File: src/shared/dac_ctrl_pkg.sv
// constants for the quad converter control block
// assumes a 50 MHz system clock sampling the serial link pins
package dac_ctrl_pkg;
   // ---------------------------------------------------------------
   // frame layout (kept configurable)
   // ---------------------------------------------------------------
   localparam int FRAME_BITS = 12;
   localparam logic [3:0] FRAME_LAST = 4'hB;
   localparam int KIND_POS = 11;       // 1 = control word, 0 = data word
   localparam int SEL1_POS = 10;
   localparam int SEL0_POS = 9;
   localparam int RANGE_POS = 8;
   localparam int DATA_MSB = 7;
   localparam int CTRL_MSB = 9;        // control bits sit in frame [9:0]
   // ---------------------------------------------------------------
   // control register fields
   // ---------------------------------------------------------------
   localparam int CTRL_WIDTH = 10;
   localparam int MODE_POS = 9;
   localparam int RANGE_LSB = 5;       // range a..d at [5..8]
   localparam int INHIBIT_LSB = 1;     // inhibit a..d at [1..4]
   localparam int ACTIVE_POS = 0;
   localparam logic [9:0] CTRL_RESET = 10'h1E0;
   localparam logic [7:0] CODE_RESET = 8'h00;
   localparam int NUM_CHAN = 4;
endpackage

File: src/design/sync_two_ff.sv
// two-flop synchroniser for asynchronous pin levels
// assumes the pin is held stable for at least two clk_sys periods
`timescale 1ns/1ps
module sync_two_ff
   import dac_ctrl_pkg::*;
(
   // clock and reset
   input wire logic clk_sys,
   input wire logic rst_n,
   // level in and out
   input wire logic pinIn,
   output logic levelOut
);
   logic stage1_reg;
   always_ff @(posedge clk_sys) begin
      if (!rst_n) begin
         stage1_reg <= 1'b0;
         levelOut <= 1'b0;
      end else begin
         stage1_reg <= pinIn;
         levelOut <= stage1_reg;
      end
   end
endmodule

File: src/design/quad_dac_control.sv
// serial control logic of a quad 8-bit converter: shift register, control
// register, input/output code latches and per-channel shutdown
// assumes serial clock, data, strobe and activate pin are asynchronous pins
`timescale 1ns/1ps
module quad_dac_control
   import dac_ctrl_pkg::*;
(
   // clock and reset
   input wire logic clk_sys,
   input wire logic rst_n,
   // serial link pins and hardware activate pin
   input wire logic serialClk,
   input wire logic serialData,
   input wire logic loadStrobe,
   input wire logic hw_activate_pin,
   // converter channel codes
   output logic [7:0] out_chan_a,
   output logic [7:0] out_chan_b,
   output logic [7:0] out_chan_c,
   output logic [7:0] out_chan_d,
   // gain and power state per channel (index 0 = a), and the buffer mode
   output logic [3:0] gainDouble,
   output logic [3:0] chanActive,
   output logic singleBuffered
);
   // ---------------------------------------------------------------
   // pin synchronisers
   // ---------------------------------------------------------------
   logic clkSync;
   logic dataSync;
   logic strobeSync;
   logic actSync;
   // every pin passes two flops before any logic reads it
   sync_two_ff uSyncClk (
      .clk_sys(clk_sys),
      .rst_n(rst_n),
      .pinIn(serialClk),
      .levelOut(clkSync)
   );
   sync_two_ff uSyncData (
      .clk_sys(clk_sys),
      .rst_n(rst_n),
      .pinIn(serialData),
      .levelOut(dataSync)
   );
   sync_two_ff uSyncStb (
      .clk_sys(clk_sys),
      .rst_n(rst_n),
      .pinIn(loadStrobe),
      .levelOut(strobeSync)
   );
   sync_two_ff uSyncAct (
      .clk_sys(clk_sys),
      .rst_n(rst_n),
      .pinIn(hw_activate_pin),
      .levelOut(actSync)
   );

   // ---------------------------------------------------------------
   // edge detection
   // ---------------------------------------------------------------
   // reset levels match the idle pins, so no false edge follows reset
   logic clkPrev_reg;
   logic strobePrev_reg;
   always_ff @(posedge clk_sys) begin
      if (!rst_n) begin
         clkPrev_reg <= 1'b0;
      end else begin
         clkPrev_reg <= clkSync;
      end
   end
   always_ff @(posedge clk_sys) begin
      if (!rst_n) begin
         strobePrev_reg <= 1'b0;
      end else begin
         strobePrev_reg <= strobeSync;
      end
   end
   wire clkFall = clkPrev_reg & ~clkSync;
   wire shiftEn = clkFall & strobeSync;
   wire strobeFall = strobePrev_reg & ~strobeSync;

   // ---------------------------------------------------------------
   // shift register and bit counter
   // ---------------------------------------------------------------
   logic [FRAME_BITS-1:0] shift_reg;
   logic [FRAME_BITS-1:0] shift_next;
   logic [3:0] count_reg;
   logic [3:0] count_next;
   // msb arrives first and ends at the top of the frame
   assign shift_next = {shift_reg[FRAME_BITS-2:0], dataSync};
   wire lastBit = shiftEn & (count_reg == FRAME_LAST);
   assign count_next = lastBit ? 4'h0 : count_reg + 4'h1;
   always_ff @(posedge clk_sys) begin
      if (!rst_n) begin
         shift_reg <= '0;
      end else if (shiftEn) begin
         shift_reg <= shift_next;
      end
   end
   // strobe low clears the count, so a cut word is never completed
   always_ff @(posedge clk_sys) begin
      if (!rst_n) begin
         count_reg <= 4'h0;
      end else if (shiftEn) begin
         count_reg <= count_next;
      end else if (!strobeSync) begin
         count_reg <= 4'h0;
      end
   end

   // ---------------------------------------------------------------
   // word decode
   // ---------------------------------------------------------------
   // bit positions live in the package so the layout can move
   wire isCtrl = shift_next[KIND_POS];
   wire wordCtrl = lastBit & isCtrl;
   wire wordData = lastBit & ~isCtrl;
   wire [1:0] chanSel = {shift_next[SEL1_POS], shift_next[SEL0_POS]};
   wire [7:0] wordCode = shift_next[DATA_MSB:0];
   // range bit of a data word is ignored; gain follows the control register

   // ---------------------------------------------------------------
   // control register
   // ---------------------------------------------------------------
   // write-only: nothing reads it back over the link
   logic [CTRL_WIDTH-1:0] ctrl_reg;
   logic [CTRL_WIDTH-1:0] ctrl_next;
   wire [CTRL_WIDTH-1:0] ctrlWord = shift_next[CTRL_MSB:0];
   // mode is sticky: a later control word may not clear it
   assign ctrl_next = {ctrlWord[MODE_POS] | ctrl_reg[MODE_POS],
      ctrlWord[MODE_POS-1:0]};
   wire modeSingle = ctrl_reg[MODE_POS];
   wire softActive = ctrl_reg[ACTIVE_POS];
   always_ff @(posedge clk_sys) begin
      if (!rst_n) begin
         ctrl_reg <= CTRL_RESET;
      end else if (wordCtrl) begin
         ctrl_reg <= ctrl_next;
      end
   end
   // the mode decision for the word's own end uses the incoming word too
   wire singleNow = ctrl_next[MODE_POS];

   // ---------------------------------------------------------------
   // per-channel latches
   // ---------------------------------------------------------------
   // input latches keep the newest word per channel until an update
   logic [7:0] inCode_reg [NUM_CHAN];
   logic [7:0] outCode_reg [NUM_CHAN];
   logic [NUM_CHAN-1:0] gain_reg;
   logic [NUM_CHAN-1:0] active_reg;
   // single mode: latch at the word's last edge; double: at strobe fall
   wire updateAll = (lastBit & (modeSingle | (wordCtrl & singleNow)))
      | (strobeFall & ~modeSingle);

   genvar ch;
   generate
      for (ch = 0; ch < NUM_CHAN; ch++) begin : gChan
         wire hit = wordData & (chanSel == 2'(ch));
         wire [7:0] codeNext = hit ? wordCode : inCode_reg[ch];
         wire inhibit = ctrl_reg[INHIBIT_LSB+ch];
         // pin is synchronised: a few clocks late, but needs no link edge
         wire actNext = inhibit | (softActive & actSync);
         always_ff @(posedge clk_sys) begin
            if (!rst_n) begin
               inCode_reg[ch] <= CODE_RESET;
            end else if (hit) begin
               inCode_reg[ch] <= wordCode;
            end
         end

         always_ff @(posedge clk_sys) begin
            if (!rst_n) begin
               outCode_reg[ch] <= CODE_RESET;
            end else if (updateAll) begin
               outCode_reg[ch] <= codeNext;
            end
         end

         always_ff @(posedge clk_sys) begin
            if (!rst_n) begin
               gain_reg[ch] <= CTRL_RESET[RANGE_LSB+ch];
            end else begin
               gain_reg[ch] <= ctrl_reg[RANGE_LSB+ch];
            end
         end

         always_ff @(posedge clk_sys) begin
            if (!rst_n) begin
               active_reg[ch] <= 1'b0;
            end else begin
               active_reg[ch] <= actNext;
            end
         end
      end
   endgenerate

   // ---------------------------------------------------------------
   // outputs
   // ---------------------------------------------------------------
   // every output is a flop; the mode output is the register bit itself
   assign out_chan_a = outCode_reg[0];
   assign out_chan_b = outCode_reg[1];
   assign out_chan_c = outCode_reg[2];
   assign out_chan_d = outCode_reg[3];
   assign gainDouble = gain_reg;
   assign chanActive = active_reg;
   assign singleBuffered = ctrl_reg[MODE_POS];
endmodule

File: config.mk
export PLATFORM = sky130hd
export DESIGN_NAME = quad_dac_control
export DESIGN_NICKNAME = d
export VERILOG_FILES = /design/src/shared/dac_ctrl_pkg.sv /design/src/design/sync_two_ff.sv /design/src/design/quad_dac_control.sv
export SDC_FILE = /design/constraint.sdc
export NUM_CORES = 1
export LEC_CHECK = 0
export ABC_AREA = 1
export BUFFER_PORTS_ARGS = -buffer_cell sky130_fd_sc_hd__buf_4
export CORE_ASPECT_RATIO = 1.75
export CORE_MARGIN = 3
export CORE_UTILIZATION = 55
export CTS_CLUSTER_DIAMETER = 60
export CTS_CLUSTER_SIZE = 40
export DETAILED_ROUTE_END_ITERATION = 10
export PLACE_DENSITY = 0.86
export SETUP_SLACK_MARGIN = 0.15
export SLEW_MARGIN = 20
export SYNTH_ARGS = -nofsm -noshare
export SYNTH_HDL_FRONTEND = slang
export SYNTH_SLANG_ARGS = --single-unit
File: constraint.sdc
create_clock -name clk_sys -period 7.1 [get_ports clk_sys]
set_clock_uncertainty 0.05 [all_clocks]
set_input_delay 0 -clock clk_sys [delete_from_list [all_inputs] [get_ports clk_sys]]
set_output_delay 0 -clock clk_sys [all_outputs]
set_load 0.1 [all_outputs]
# == Yosys cells after proc, flatten, opt, wreduce, memory -nomap -nowiden ==
# Memories as Yosys holds them, arrays and structs flattened.
# Index checks and enable logic that the tools add are counted.
# word_totals
register_bits,43
ram_bits,64
wordCells,94
mem_count,2
# mem_list
name,words,width,rd,rd_ports_with_merged_regs,write_ports,line,source
inCode_reg,4,8,4,0,4,quad_dac_control.sv:149,logic [7:0] inCode_reg [NUM_CHAN];
outCode_reg,4,8,4,0,4,quad_dac_control.sv:150,logic [7:0] outCode_reg [NUM_CHAN];
# op_classes
n_addsub,1
n_eq_ne,5
muxes,31
bitwise,33
reduce_logical,1
# ops
operator,n
2-to-1 mux 8 bit,12
2-to-1 mux 1 bit,16
OR 1 bit,15
AND 1 bit,14
2-to-1 mux 4 bit,3
"adder 4 x 1 -> 4 bit, second input constant",1
"equality test 2 bit, second input constant",2
"equality test 4 bit, second input constant",1
inverter 1 bit,4
"equality test 2 x 1 -> 1 bit, second input constant",1
logical NOT 2 bit,1
"inequality test 2 bit, second input constant",1

# == Longest topological paths before layout ==
# Gate-level depths: netlist of run 1.
# depth
depth_word,13
depth_mapped,10

# == Modules after synthesis ==
# Synthesis of run 1 repeated with hierarchy kept, for this count alone.
# hier_totals
hier_cells,454
hier_area_um2,4386.7
# by_module_without_submodules
mod,n_inst,cells_each,area_per_inst_um2,seq_area_each_um2
quad_dac_control,1,430,4166.5,2622.5
sync_two_ff,4,6,55.1,40.0

# == Worst setup path after synthesis of run 1 ==
# OpenSTA, ideal clock, no wires.
# synth_path
path_type,register to register
from,reg ctrl_reg[9]
to,mem outCode_reg[0][0] (enable)
setup_time_ns,0.395
arrival_time_ns,2.179
t_required_ns,6.655
path_slack_ns,4.477
stages_incl_launch_ff,7
path_buffers,0
period_less_slack_ns,2.623
path_cell_list,dfxtp_1 > inv_1 > nand2_1 > nand3_2 > nand2_1 > nand2_1 > nand3_1
# synth_rtl
item,line,source
start: declaration,quad_dac_control.sv:127,logic [CTRL_WIDTH-1:0] ctrl_reg;
start signal: assignment,quad_dac_control.sv:139,ctrl_reg <= ctrl_next;
end: declaration,quad_dac_control.sv:150,

==> results.json, run 1 <==
{
  "worst_hold_path_type": "flip-flop to flip-flop",
  "grt_first_pass_wirelength_mm": 12.8,
  "worst_slew_margin_rel_pct": 51.2,
  "final_net_count": 513,
  "synth_sequential_area_ratio_pct": 63.9,
  "die_height_um": 124,
  "ctsLongestPathBuffers": 2,
  "grt_pass1_vias": 2911,
  "ys.flop_type": "sky130_fd_sc_hd__edfxtp_1",
  "syn-num-nets": 464,
  "routedWlPerCell_um": 12.9,
  "post-synth-top-area-cell": "sky130_fd_sc_hd__edfxtp_1",
  "n_antenna_cell": 0,
  "filler_cell_count": 546,
  "synth_async_sr_flop_share_pct": 0,
  "dp.final_hpwl_mm": 5.37,
  "series_of_cell_instances_along_the_critical_path": "ha_1 -> nand3_1 -> inv_1 -> nand2_4 -> nor2_8 -> nand2_1 -> nand2_1",
  "rsz0062_at_grt": "no",
  "synth_cell_types": 28,
  "design_area_um2": 5130,
  "slowest_delay_ps": 380,
  "detail_route.first_pass.iterations": 6,
  "period_needed_ps": 2300,
  "netlist_top_cells_area": "sky130_fd_sc_hd__edfxtp_1, sky130_fd_sc_hd__dfxtp_1, sky130_fd_sc_hd__nand2_1",
  "detail_route.wirelength_mm": 7.76,
  "post_cts_hold_buffer_count": 9,
  "die_x_um": 73.3,
  "totalNegativeSetupSlack_ps": 0,
  "grtUsageTotal_pct": 18.3,
  "antenna_violations_before_repair": 0,
  "power_density_over_the_cells_nw_per_um2": 255,
  "synth_most_common_cell": "sky130_fd_sc_hd__nand2_1",
  "vias": 3092,
  "maxSlewViolCount": 0,
  "crit_path_end_kind": "flip-flop",
  "criticalPathCategory": "flip-flop to flip-flop",
  "gp_congestion": 0.867,
  "layout-drive-gt1-share_pct": 15.3,
  "port_buffers": 46,
  "number_of_standard_cells_in_the_layout_taps_in_and_fillers_out": 599,
  "antenna_left": 0,
  "grt_total_ovfl": 0,
  "syn_inst": 457,
  "cap_violations": 0,
  "hold_critical_path_depth": 2,
  "fmaxAchievable_mhz": 435,
  "pin_count_of_the_biggest_net_entering_global_routing": 47,
  "area.growth.synth_to_final_pct": 17.7,
  "worst_r2r_path_depth": 7,
  "cp_data_arrival_time_ps": 2260,
  "worst_tran_pin_value_ps": 731,
  "placedCellCount": 574,
  "vias_per_cell": 5.16,
  "power.static_leakage_uw": 0.00224,
  "synth_area_per_cell_um2": 9.53,
  "cts_inserted_buffers": 9,
  "critical_path_peak_fanout": 28,
  "finalCritPeriodShare_pct": 32.4,
  "drt_first_iter_violations": 195,
  "post_dp_cell_area_um2": 4710,
  "register_clock_pin_slew_on_the_reported_worst_setup_and_hold_paths_ps": 70,
  "power_uw": 1310,
  "num_rows": 42,
  "worst_path_most_repeated_cell": "sky130_fd_sc_hd__nand2_1",
  "hold_violations": 0,
  "postSynthRegisterBits": 107,
  "remaining_design_rule_violation_count": 0,
  "setup_viol": 0,
  "top_area_cell_type_share_of_the_netlist_area_pct": 44.1,
  "timing.critical_path.required_ps": 7060,
  "design.core.area_um2": 7620,
  "worstSkewPairLatency_ps": 340,
  "resized_gates_after_cts": 0,
  "cts_tree": "yes",
  "outcome": "completed",
  "cts.sink_count": 107,
  "io_pins": 47,
  "cts_setup_buffers": 0,
  "cts.htree.levels": 3,
  "synth_warnings": 0,
  "post_synth_most_frequent_cells": "sky130_fd_sc_hd__nand2_1, sky130_fd_sc_hd__edfxtp_1, sky130_fd_sc_hd__nor2_1, sky130_fd_sc_hd__inv_1, sky130_fd_sc_hd__dfxtp_1",
  "start_util_pct": 57.1,
  "synth_enable_flop_cells": 64,
  "clk_root_buffer_cell": "sky130_fd_sc_hd__clkbuf_16",
  "synthesis.area_um2": 4350,
  "cp_slowest_cell": "sky130_fd_sc_hd__dfxtp_1",
  "startpoint_type": "flip-flop",
  "vdd_ir_drop_max_v": 0.000203,
  "design.die.area_um2": 9060
}
==> final cells by class <==
cell class	count	area (um2)	share of cell area, %
flip-flops and latches	107	2780	54.3
clock inverters	6	87.6	1.71
well taps	88	110	2.15
inverters	64	240	4.69
clock buffers	10	239	4.66
multi-input cells	268	1220	23.9
repair buffers	56	443	8.64
==> metrics by stage <==
stage               hold WS, ps  setup WS [ps]  utilization (%)
floorplan                  47.6           4480                -
global placement            130           4980             61.8
detailed placement          135           4860             61.8
CTS                         371           4800             67.3
global route                395           4620             67.3
finish                      360           4800             67.3
==> critical path: cells and delay by family, from the launching register on <==
kind / cells / cell delay (ps)
and+or+nand+nor: 5 / 1170
DFF: 1 / 380
buffers and inverters: 1 / 170
adders and majority gates: 1 / 210
==> cell usage in the layout (no fill, tap or decap), types with 15 or more instances in the layout <==
cell	netlist	routed
sky130_fd_sc_hd__dfxtp_1	43	43
sky130_fd_sc_hd__nand2_1	108	108
sky130_fd_sc_hd__o21ai_0	15	15
sky130_fd_sc_hd__buf_4	0	47
sky130_fd_sc_hd__nand3_1	31	31
sky130_fd_sc_hd__inv_1	60	60
sky130_fd_sc_hd__edfxtp_1	64	64
sky130_fd_sc_hd__a21oi_1	24	24
sky130_fd_sc_hd__nor2_1	62	62
==> worst paths after layout <==
| check | from | to | slack [ps] |
|---|---|---|---|
| worst max-delay path | count_reg[0] | inCode_reg[0][1] | 4800 |
| worst min-delay path | uSyncData.stage1_reg | uSyncData.levelOut | 360 |
| worst max register to register | count_reg[0] | inCode_reg[0][1] | 4800 |
| worst min register to register | uSyncData.stage1_reg | uSyncData.levelOut | 360 |
==> cell families (layout without fill, tap and decap cells) <==
logic type / Yosys count / count (layout) / synth area share (%)
xor gates and xnor gates: 1 / 1 / 0.201
DFF: 107 / 107 / 63.9
AOI/OAI and AO/OA: 44 / 44 / 5.34
adders and majority gates: 1 / 1 / 0.287
buffers and inverters: 82 / 136 / 7.99
and+or+nand+nor: 222 / 222 / 22.3
==> per-layer routing <==
| metal | track usage [%] | up-vias | part of all wire (%) |
|---|---|---|---|
| met5 | 0 | - | 0 |
| met2 | 31.9 | 97 | 53 |
| met1 | 20.0 | 1404 | 38 |
| li1 | - | 1565 | - |
| met4 | 9.70 | 0 | 3.8 |
| met3 | 4.60 | 26 | 5.2 |
==> where the power goes <==
group / switching, uW / internal, uW / total [uW]
logic: 82.3 / 20.3 / 103
clock network: 210 / 319 / 529
registers: 5.74 / 671 / 677
Note: power is estimated with default switching activity, not from simulation.
==> run 2, diff against run 1 <==
--- a/config.mk
+++ b/config.mk
@@ -5,7 +5,7 @@
 export SDC_FILE = /design/constraint.sdc
 export NUM_CORES = 1
 export LEC_CHECK = 0
-export ABC_AREA = 1
+export ABC_AREA = 0
 export BUFFER_PORTS_ARGS = -buffer_cell sky130_fd_sc_hd__buf_4
 export CORE_ASPECT_RATIO = 1.75
 export CORE_MARGIN = 3
==> constraint.sdc (replaced) <==
create_clock -name clk_sys -period 2.3 [get_ports clk_sys]
set_clock_uncertainty 0.05 [all_clocks]
set_input_delay 0 -clock clk_sys [delete_from_list [all_inputs] [get_ports clk_sys]]
set_output_delay 0 -clock clk_sys [all_outputs]
set_load 0.1 [all_outputs]
==> run 2 against run 1 <==
  * Combinational power rose to 2.6 times the previous value
  * Clock power grew to 2.6 times the previous value
  * Critical endpoint is now inCode_reg[3][0]
  * Worst hold slack better by 0.86 ps
  * Core utilization is 1.1 points lower
  * Largest cell class unchanged
  * Count of clock-buffer cells in the layout is 2 higher
  * Highest routed layer unchanged
  * Non-clock buffer count grew 3
  * Sequential cell count did not move
  * First-iteration DRC count decreased by 9.2%
  * Global-route usage is 1.3 points lower
  * Cell count shrank 19%
==> results.json, run 2 <==
{
  "synth_sequential_area_ratio_pct": 64.4,
  "maxSlewViolCount": 0,
  "worst_r2r_path_depth": 5,
  "crit_path_end_kind": "flip-flop",
  "layout-drive-gt1-share_pct": 20.9,
  "cp_data_arrival_time_ps": 1990,
  "reg_to_reg_start": "count_reg[0]",
  "grtUsageTotal_pct": 17.0,
  "finalCritPeriodShare_pct": 88.5,
  "synth_enable_flop_cells": 64,
  "cts.sink_count": 107,
  "grt_pass1_vias": 2484,
  "cts_inserted_buffers": 9,
  "holdCritStartpoint": "hw_activate_pin",
  "vias": 2533,
  "post-synth-top-area-cell": "sky130_fd_sc_hd__edfxtp_1",
  "criticalPathCategory": "flip-flop to flip-flop",
  "port_buffers": 46,
  "ys.flop_type": "sky130_fd_sc_hd__edfxtp_1",
  "area.growth.synth_to_final_pct": 16.7,
  "vias_per_cell": 5.22,
  "synth_cell_types": 31,
  "remaining_design_rule_violation_count": 0,
  "synth_area_per_cell_um2": 12.5,
  "num_rows": 42,
  "register_clock_pin_slew_on_the_reported_worst_setup_and_hold_paths_ps": 70,
  "detailroute.wirelength.met3_um": 235,
  "final_net_count": 399,
  "hold_critical_path_depth": 3,
  "drt_first_iter_violations": 177,
  "period_needed_ps": 2040,
  "pin_count_of_the_biggest_net_entering_global_routing": 33,
  "synth_most_common_cell": "sky130_fd_sc_hd__edfxtp_1",
  "vdd_ir_drop_max_v": 0.000503,
  "detail_route.wirelength_mm": 6.98,
  "gp_congestion": 0.785,
  "highest_layer": "met4",
  "reg2reg_slack_ps": 260,
  "io_pins": 47,
  "layout_commonest_cell": "sky130_fd_sc_hd__edfxtp_1",
  "finish.utilization_pct": 66.2,
  "worst_hold_path_type": "input pin to flip-flop",
  "startpoint_type": "flip-flop",
  "cap_violations": 0,
  "most-common-layout-cells": "sky130_fd_sc_hd__edfxtp_1, sky130_fd_sc_hd__buf_4, sky130_fd_sc_hd__and2_1",
  "cts_tree": "yes",
  "synth_warnings": 0,
  "grt_total_ovfl": 0,
  "antenna_left": 0,
  "outcome": "completed",
  "hold_violations": 0,
  "design.core.area_um2": 7620,
  "worst_r2r_end": "inCode_reg[3][0]",
  "totalNegativeSetupSlack_ps": 0,
  "die_x_um": 73.0,
  "cts.htree.levels": 3,
  "worstSkewPairLatency_ps": 340,
  "power.static_leakage_uw": 0.00196,
  "rsz0062_at_grt": "no",
  "top_area_cell_type_share_of_the_netlist_area_pct": 44.4,
  "worst_tran_pin_value_ps": 526,
  "critical_path_peak_fanout": 9,
  "start_util_pct": 56.7,
  "clk_root_buffer_cell": "sky130_fd_sc_hd__clkbuf_16",
  "die_height_um": 123,
  "routed_met2_length_mm": 3.81,
  "design.die.area_um2": 9000,
  "placedCellCount": 464,
  "setup_viol": 0,
  "grt_first_pass_wirelength_mm": 11.6,
  "timing.critical_path.required_ps": 2260,
  "detail_route.first_pass.iterations": 4,
  "ctsLongestPathBuffers": 2,
  "min_to": "uSyncAct.stage1_reg",
  "postSynthRegisterBits": 107,
  "synth_async_sr_flop_share_pct": 0,
  "syn_inst": 345,
  "post_synth_most_frequent_cells": "sky130_fd_sc_hd__edfxtp_1, sky130_fd_sc_hd__and2_1, sky130_fd_sc_hd__dfxtp_1, sky130_fd_sc_hd__mux2i_1, sky130_fd_sc_hd__nor2_1",
  "synthesis.area_um2": 4320,
  "power_density_over_the_cells_nw_per_um2": 743,
  "syn-num-nets": 352,
  "n_antenna_cell": 0,
  "worst_slew_margin_rel_pct": 64.9,
  "netlist_top_cells_area": "sky130_fd_sc_hd__edfxtp_1, sky130_fd_sc_hd__dfxtp_1, sky130_fd_sc_hd__mux2i_1",
  "fmaxAchievable_mhz": 491,
  "detail_route.wirelength.met1_mm": 2.80,
  "routedWlPerCell_um": 14.4,
  "number_of_standard_cells_in_the_layout_taps_in_and_fillers_out": 485,
  "antenna_violations_before_repair": 0,
  "dp.final_hpwl_mm": 4.80
}
## run 2: cell types whose count changed in the layout (fill, tap and decap cells not counted), moves of 5 or more
cell	delta
sky130_fd_sc_hd__a21boi_0	+11
sky130_fd_sc_hd__a21oi_1	-20
sky130_fd_sc_hd__and2_1	+43
sky130_fd_sc_hd__buf_4	+6
sky130_fd_sc_hd__inv_1	-57
sky130_fd_sc_hd__mux2i_1	+42
sky130_fd_sc_hd__nand2_1	-80
sky130_fd_sc_hd__nand2b_1	+9
sky130_fd_sc_hd__nand3_1	-29
sky130_fd_sc_hd__nor2_1	-30
sky130_fd_sc_hd__nor2_2	+8
sky130_fd_sc_hd__nor2b_1	+5
sky130_fd_sc_hd__o21a_1	+5
sky130_fd_sc_hd__o21ai_0	-12
## run 2: timing repair
action                                  CTS  global route
hold buffers                              5             0
buffers inserted                          0             0
hold endpoints to repair                 11             0
gates resized for setup                   1             0
endpoints found under the setup margin   32             0
## run 2: how the worst max path moves through the flow
stage / start / slack (ps) / end
floorplan: ctrl_reg[9] / 380 / outCode_reg[0][0]
global placement: count_reg[0] / 190 / outCode_reg[0][7]
detailed placement: count_reg[0] / 80 / outCode_reg[0][2]
CTS: count_reg[0] / 270 / outCode_reg[1][7]
global route: count_reg[0] / 160 / outCode_reg[1][4]
finish: count_reg[0] / 260 / inCode_reg[3][0]
## run 2: metrics by stage
stage               area (um2)  setup WS, ps  power (uW)  hold WS [ps]
global placement          4720           186        2400           157
global route              5050           160        3880           378
CTS                       5050           274        3770           348
finish                    5050           264        3750           361
detailed placement        4720          80.0        2410           161
floorplan                 4330           385        2350          77.3
## run 2: layout make-up
type	count	area [um2]
clock inverters	4	27.5
well taps	88	110
inverters	3	11.3
clock buffers	12	246
fillers	543	2570
repair buffers	59	468
multi-input cells	212	1400
flip-flops and latches	107	2780
## run 2: power breakdown
group          internal, uW  switching [uW]
Combinational          60.2             208
Sequential             2080            19.0
Clock                   764             615
## run 2: worst max-delay path: stages (launching register included)
cell	delay, ps
sky130_fd_sc_hd__dfxtp_1	380
sky130_fd_sc_hd__ha_1	270
sky130_fd_sc_hd__nand3b_4	140
sky130_fd_sc_hd__nor3_1	340
sky130_fd_sc_hd__buf_12	180
sky130_fd_sc_hd__nand2b_1	330
## run 2: layer usage
layer	GRT usage, %	vias to the layer above
li1	-	1271
met1	19.6	1203
met2	29.5	47
met3	3.66	12
met4	8.20	0
met5	0	-
## run 2: logic make-up (layout without fill, tap and decap cells)
kind of cell               count (synthesis)  after routing  synth area share [%]
adders and majority gates                  1              1                 0.289
and+or+nand+nor                          145            145                  18.5
muxes                                     42             42                  9.72
DFF                                      107            107                  64.4
AOI/OAI and AO/OA                         24             24                  3.70
buffers and inverters                     26             78                  3.44
==> run 3, diff against run 2 <==
--- a/config.mk
+++ b/config.mk
@@ -6,14 +6,14 @@
 export NUM_CORES = 1
 export LEC_CHECK = 0
 export ABC_AREA = 0
-export BUFFER_PORTS_ARGS = -buffer_cell sky130_fd_sc_hd__buf_4
 export CORE_ASPECT_RATIO = 1.75
 export CORE_MARGIN = 3
 export CORE_UTILIZATION = 55
 export CTS_CLUSTER_DIAMETER = 60
 export CTS_CLUSTER_SIZE = 40
 export DETAILED_ROUTE_END_ITERATION = 10
-export PLACE_DENSITY = 0.86
+export DONT_BUFFER_PORTS = 1
+export PLACE_DENSITY = 0.81
 export SETUP_SLACK_MARGIN = 0.15
 export SLEW_MARGIN = 20
 export SYNTH_ARGS = -nofsm -noshare
==> run 3 against run 2 <==
  * Die area unchanged
  * Maximum frequency up 1.7%
  * Sequential power up 7%
  * Sequential share of layout area up 3.6 points
  * Largest cell class unchanged
  * Largest power group unchanged
  * Highest routed layer unchanged
==> results.json, run 3 (synthesis gave the netlist of run 2 again) <==
{
  "routedWlPerCell_um": 15.4,
  "switching_share_pct": 22.0,
  "rsz0062_at_grt": "no",
  "sequentialPowerShare_pct": 58.8,
  "share_of_total_power_in_combinational_logic_pct": 2.0,
  "worst_tran_pin_value_ps": 955,
  "design.die.area_um2": 9000,
  "die_height_um": 123,
  "worst_slew_margin_rel_pct": 36.2,
  "port_buffers": 0,
  "antenna_violations_before_repair": 0,
  "dpl_worst_slack_ps": 108,
  "design.core.area_um2": 7620,
  "power_density_over_the_cells_nw_per_um2": 809,
  "period_needed_ps": 2000,
  "most-common-layout-cells": "sky130_fd_sc_hd__edfxtp_1, sky130_fd_sc_hd__and2_1, sky130_fd_sc_hd__mux2i_1, sky130_fd_sc_hd__dfxtp_1, sky130_fd_sc_hd__nor2_1",
  "clk_root_buffer_cell": "sky130_fd_sc_hd__clkbuf_16",
  "drt_first_iter_violations": 147,
  "layout_commonest_cell": "sky130_fd_sc_hd__edfxtp_1",
  "finalCritPeriodShare_pct": 87.0,
  "grt_pass1_vias": 2280,
  "criticalPathCategory": "flip-flop to flip-flop",
  "maxSlewViolCount": 0,
  "detail_route.first_pass.iterations": 4,
  "vias_per_cell": 5.36,
  "grt_total_ovfl": 0,
  "gp_congestion": 0.765,
  "grt_first_pass_wirelength_mm": 11.3,
  "die_x_um": 73.0,
  "final_net_count": 354,
  "totalNegativeSetupSlack_ps": 0,
  "dp.final_hpwl_mm": 4.60,
  "layout-drive-gt1-share_pct": 11.4,
  "cp_data_arrival_time_ps": 1960,
  "cap_violations": 0,
  "critical_path_buf_inv_count": 1,
  "worst_hold_path_type": "input pin to flip-flop",
  "total_switching_power_uw": 842,
  "fmaxAchievable_mhz": 500,
  "cts.sink_count": 107,
  "slowest_delay_ps": 370,
  "hold_violations": 0,
  "pin_count_of_the_biggest_net_entering_global_routing": 40,
  "remaining_design_rule_violation_count": 0,
  "cp_slowest_cell": "sky130_fd_sc_hd__dfxtp_1",
  "clock_power_share_pct": 39.2,
  "timing.critical_path.required_ps": 2260,
  "p_int_uw": 2990,
  "outcome": "completed",
  "cpLargestDelayFamily": "simple AND/OR/NAND/NOR gates",
  "cts_setup_buffers": 0,
  "series_of_cell_instances_along_the_critical_path": "ha_1 -> nand3b_4 -> nor3_1 -> buf_12 -> nand2b_1",
  "n_antenna_cell": 0,
  "io_pins": 47,
  "detail_route.wirelength_mm": 6.77,
  "worstSkewPairLatency_ps": 340,
  "cts.htree.levels": 3,
  "cts_inserted_buffers": 9,
  "crit_path_end_kind": "flip-flop",
  "start_util_pct": 56.7,
  "critical_path_peak_fanout": 9,
  "num_rows": 42,
  "antenna_left": 0,
  "power.static_leakage_uw": 0.00175,
  "register_clock_pin_slew_on_the_reported_worst_setup_and_hold_paths_ps": 70,
  "setup_viol": 0,
  "postLayoutSetupSlackWorst_ps": 299,
  "area.growth.synth_to_final_pct": 9.58,
  "vias": 2357,
  "ctsLongestPathBuffers": 2,
  "startpoint_type": "flip-flop",
  "vdd_ir_drop_max_v": 0.000575,
  "cts_tree": "yes",
  "grtUsageTotal_pct": 16.9
}
run 3: area by class of cell:
| type | count | area (um2) |
|---|---|---|
| multi-input combinational | 212 | 1400 |
| sequential | 107 | 2780 |
| fill | 546 | 2880 |
| clock inverter | 4 | 48.8 |
| timing repair buffer | 14 | 138 |
| clock buffer | 12 | 248 |
| tap | 88 | 110 |
| inverter | 3 | 11.3 |
run 3: worst paths after layout:
check / start / endpoint / slack (ps) / cells after the start
worst max-delay path: count_reg[0] / inCode_reg[0][5] / 300 / 5
worst min-delay path: rst_n / ctrl_reg[7] / 20 / 2
worst max register to register: count_reg[0] / inCode_reg[0][5] / 300 / 5
worst min register to register: uSyncStb.stage1_reg / uSyncStb.levelOut / 380 / 1
run 3: power by group through the flow:
stage	Sequential, uW	Clock (uW)	Combinational, uW
6_report	2250	1500	75.3
5_1_grt	2260	1600	86.1
4_1_cts	2260	1530	77.5
3_5_place_dp	2300	0	61.7
3_3_place_gp	2290	0	58.7
2_1_floorplan	2290	0	62.5
run 3: worst reg2reg max path, delay by kind of cell (launching register included):
kind,cells,cell delay [ps]
adder cells (fa/ha/maj),1,280
AND/OR/NAND/NOR,3,800
buffers and inverters,1,180
flip-flops,1,370
run 3: per-stage QoR:
stage	cell area [um2]	std cells	hold slack, ps	util (%)	power [uW]
3_5_place_dp	4390	419	19.1	57.7	2360
5_1_grt	4740	440	33.7	62.2	3950
4_1_cts	4740	440	10.9	62.2	3860
2_1_floorplan	4330	345	77.3	-	2350
3_3_place_gp	4390	419	18.8	57.7	2350
6_report	4740	440	22.1	62.2	3830
run 3: metal layers:
layer  global-route usage, %  wire length [um]
met1                    19.4              2760
met2                    27.2              3500
met3                    5.61               281
met4                    9.47               227
met5                       0                 0
run 3: timing repair:
action	4_1_cts	5_1_grt
setup endpoints to repair	32	0
endpoints found under the hold margin	43	0
gates resized for setup	1	0
hold buffers	5	0
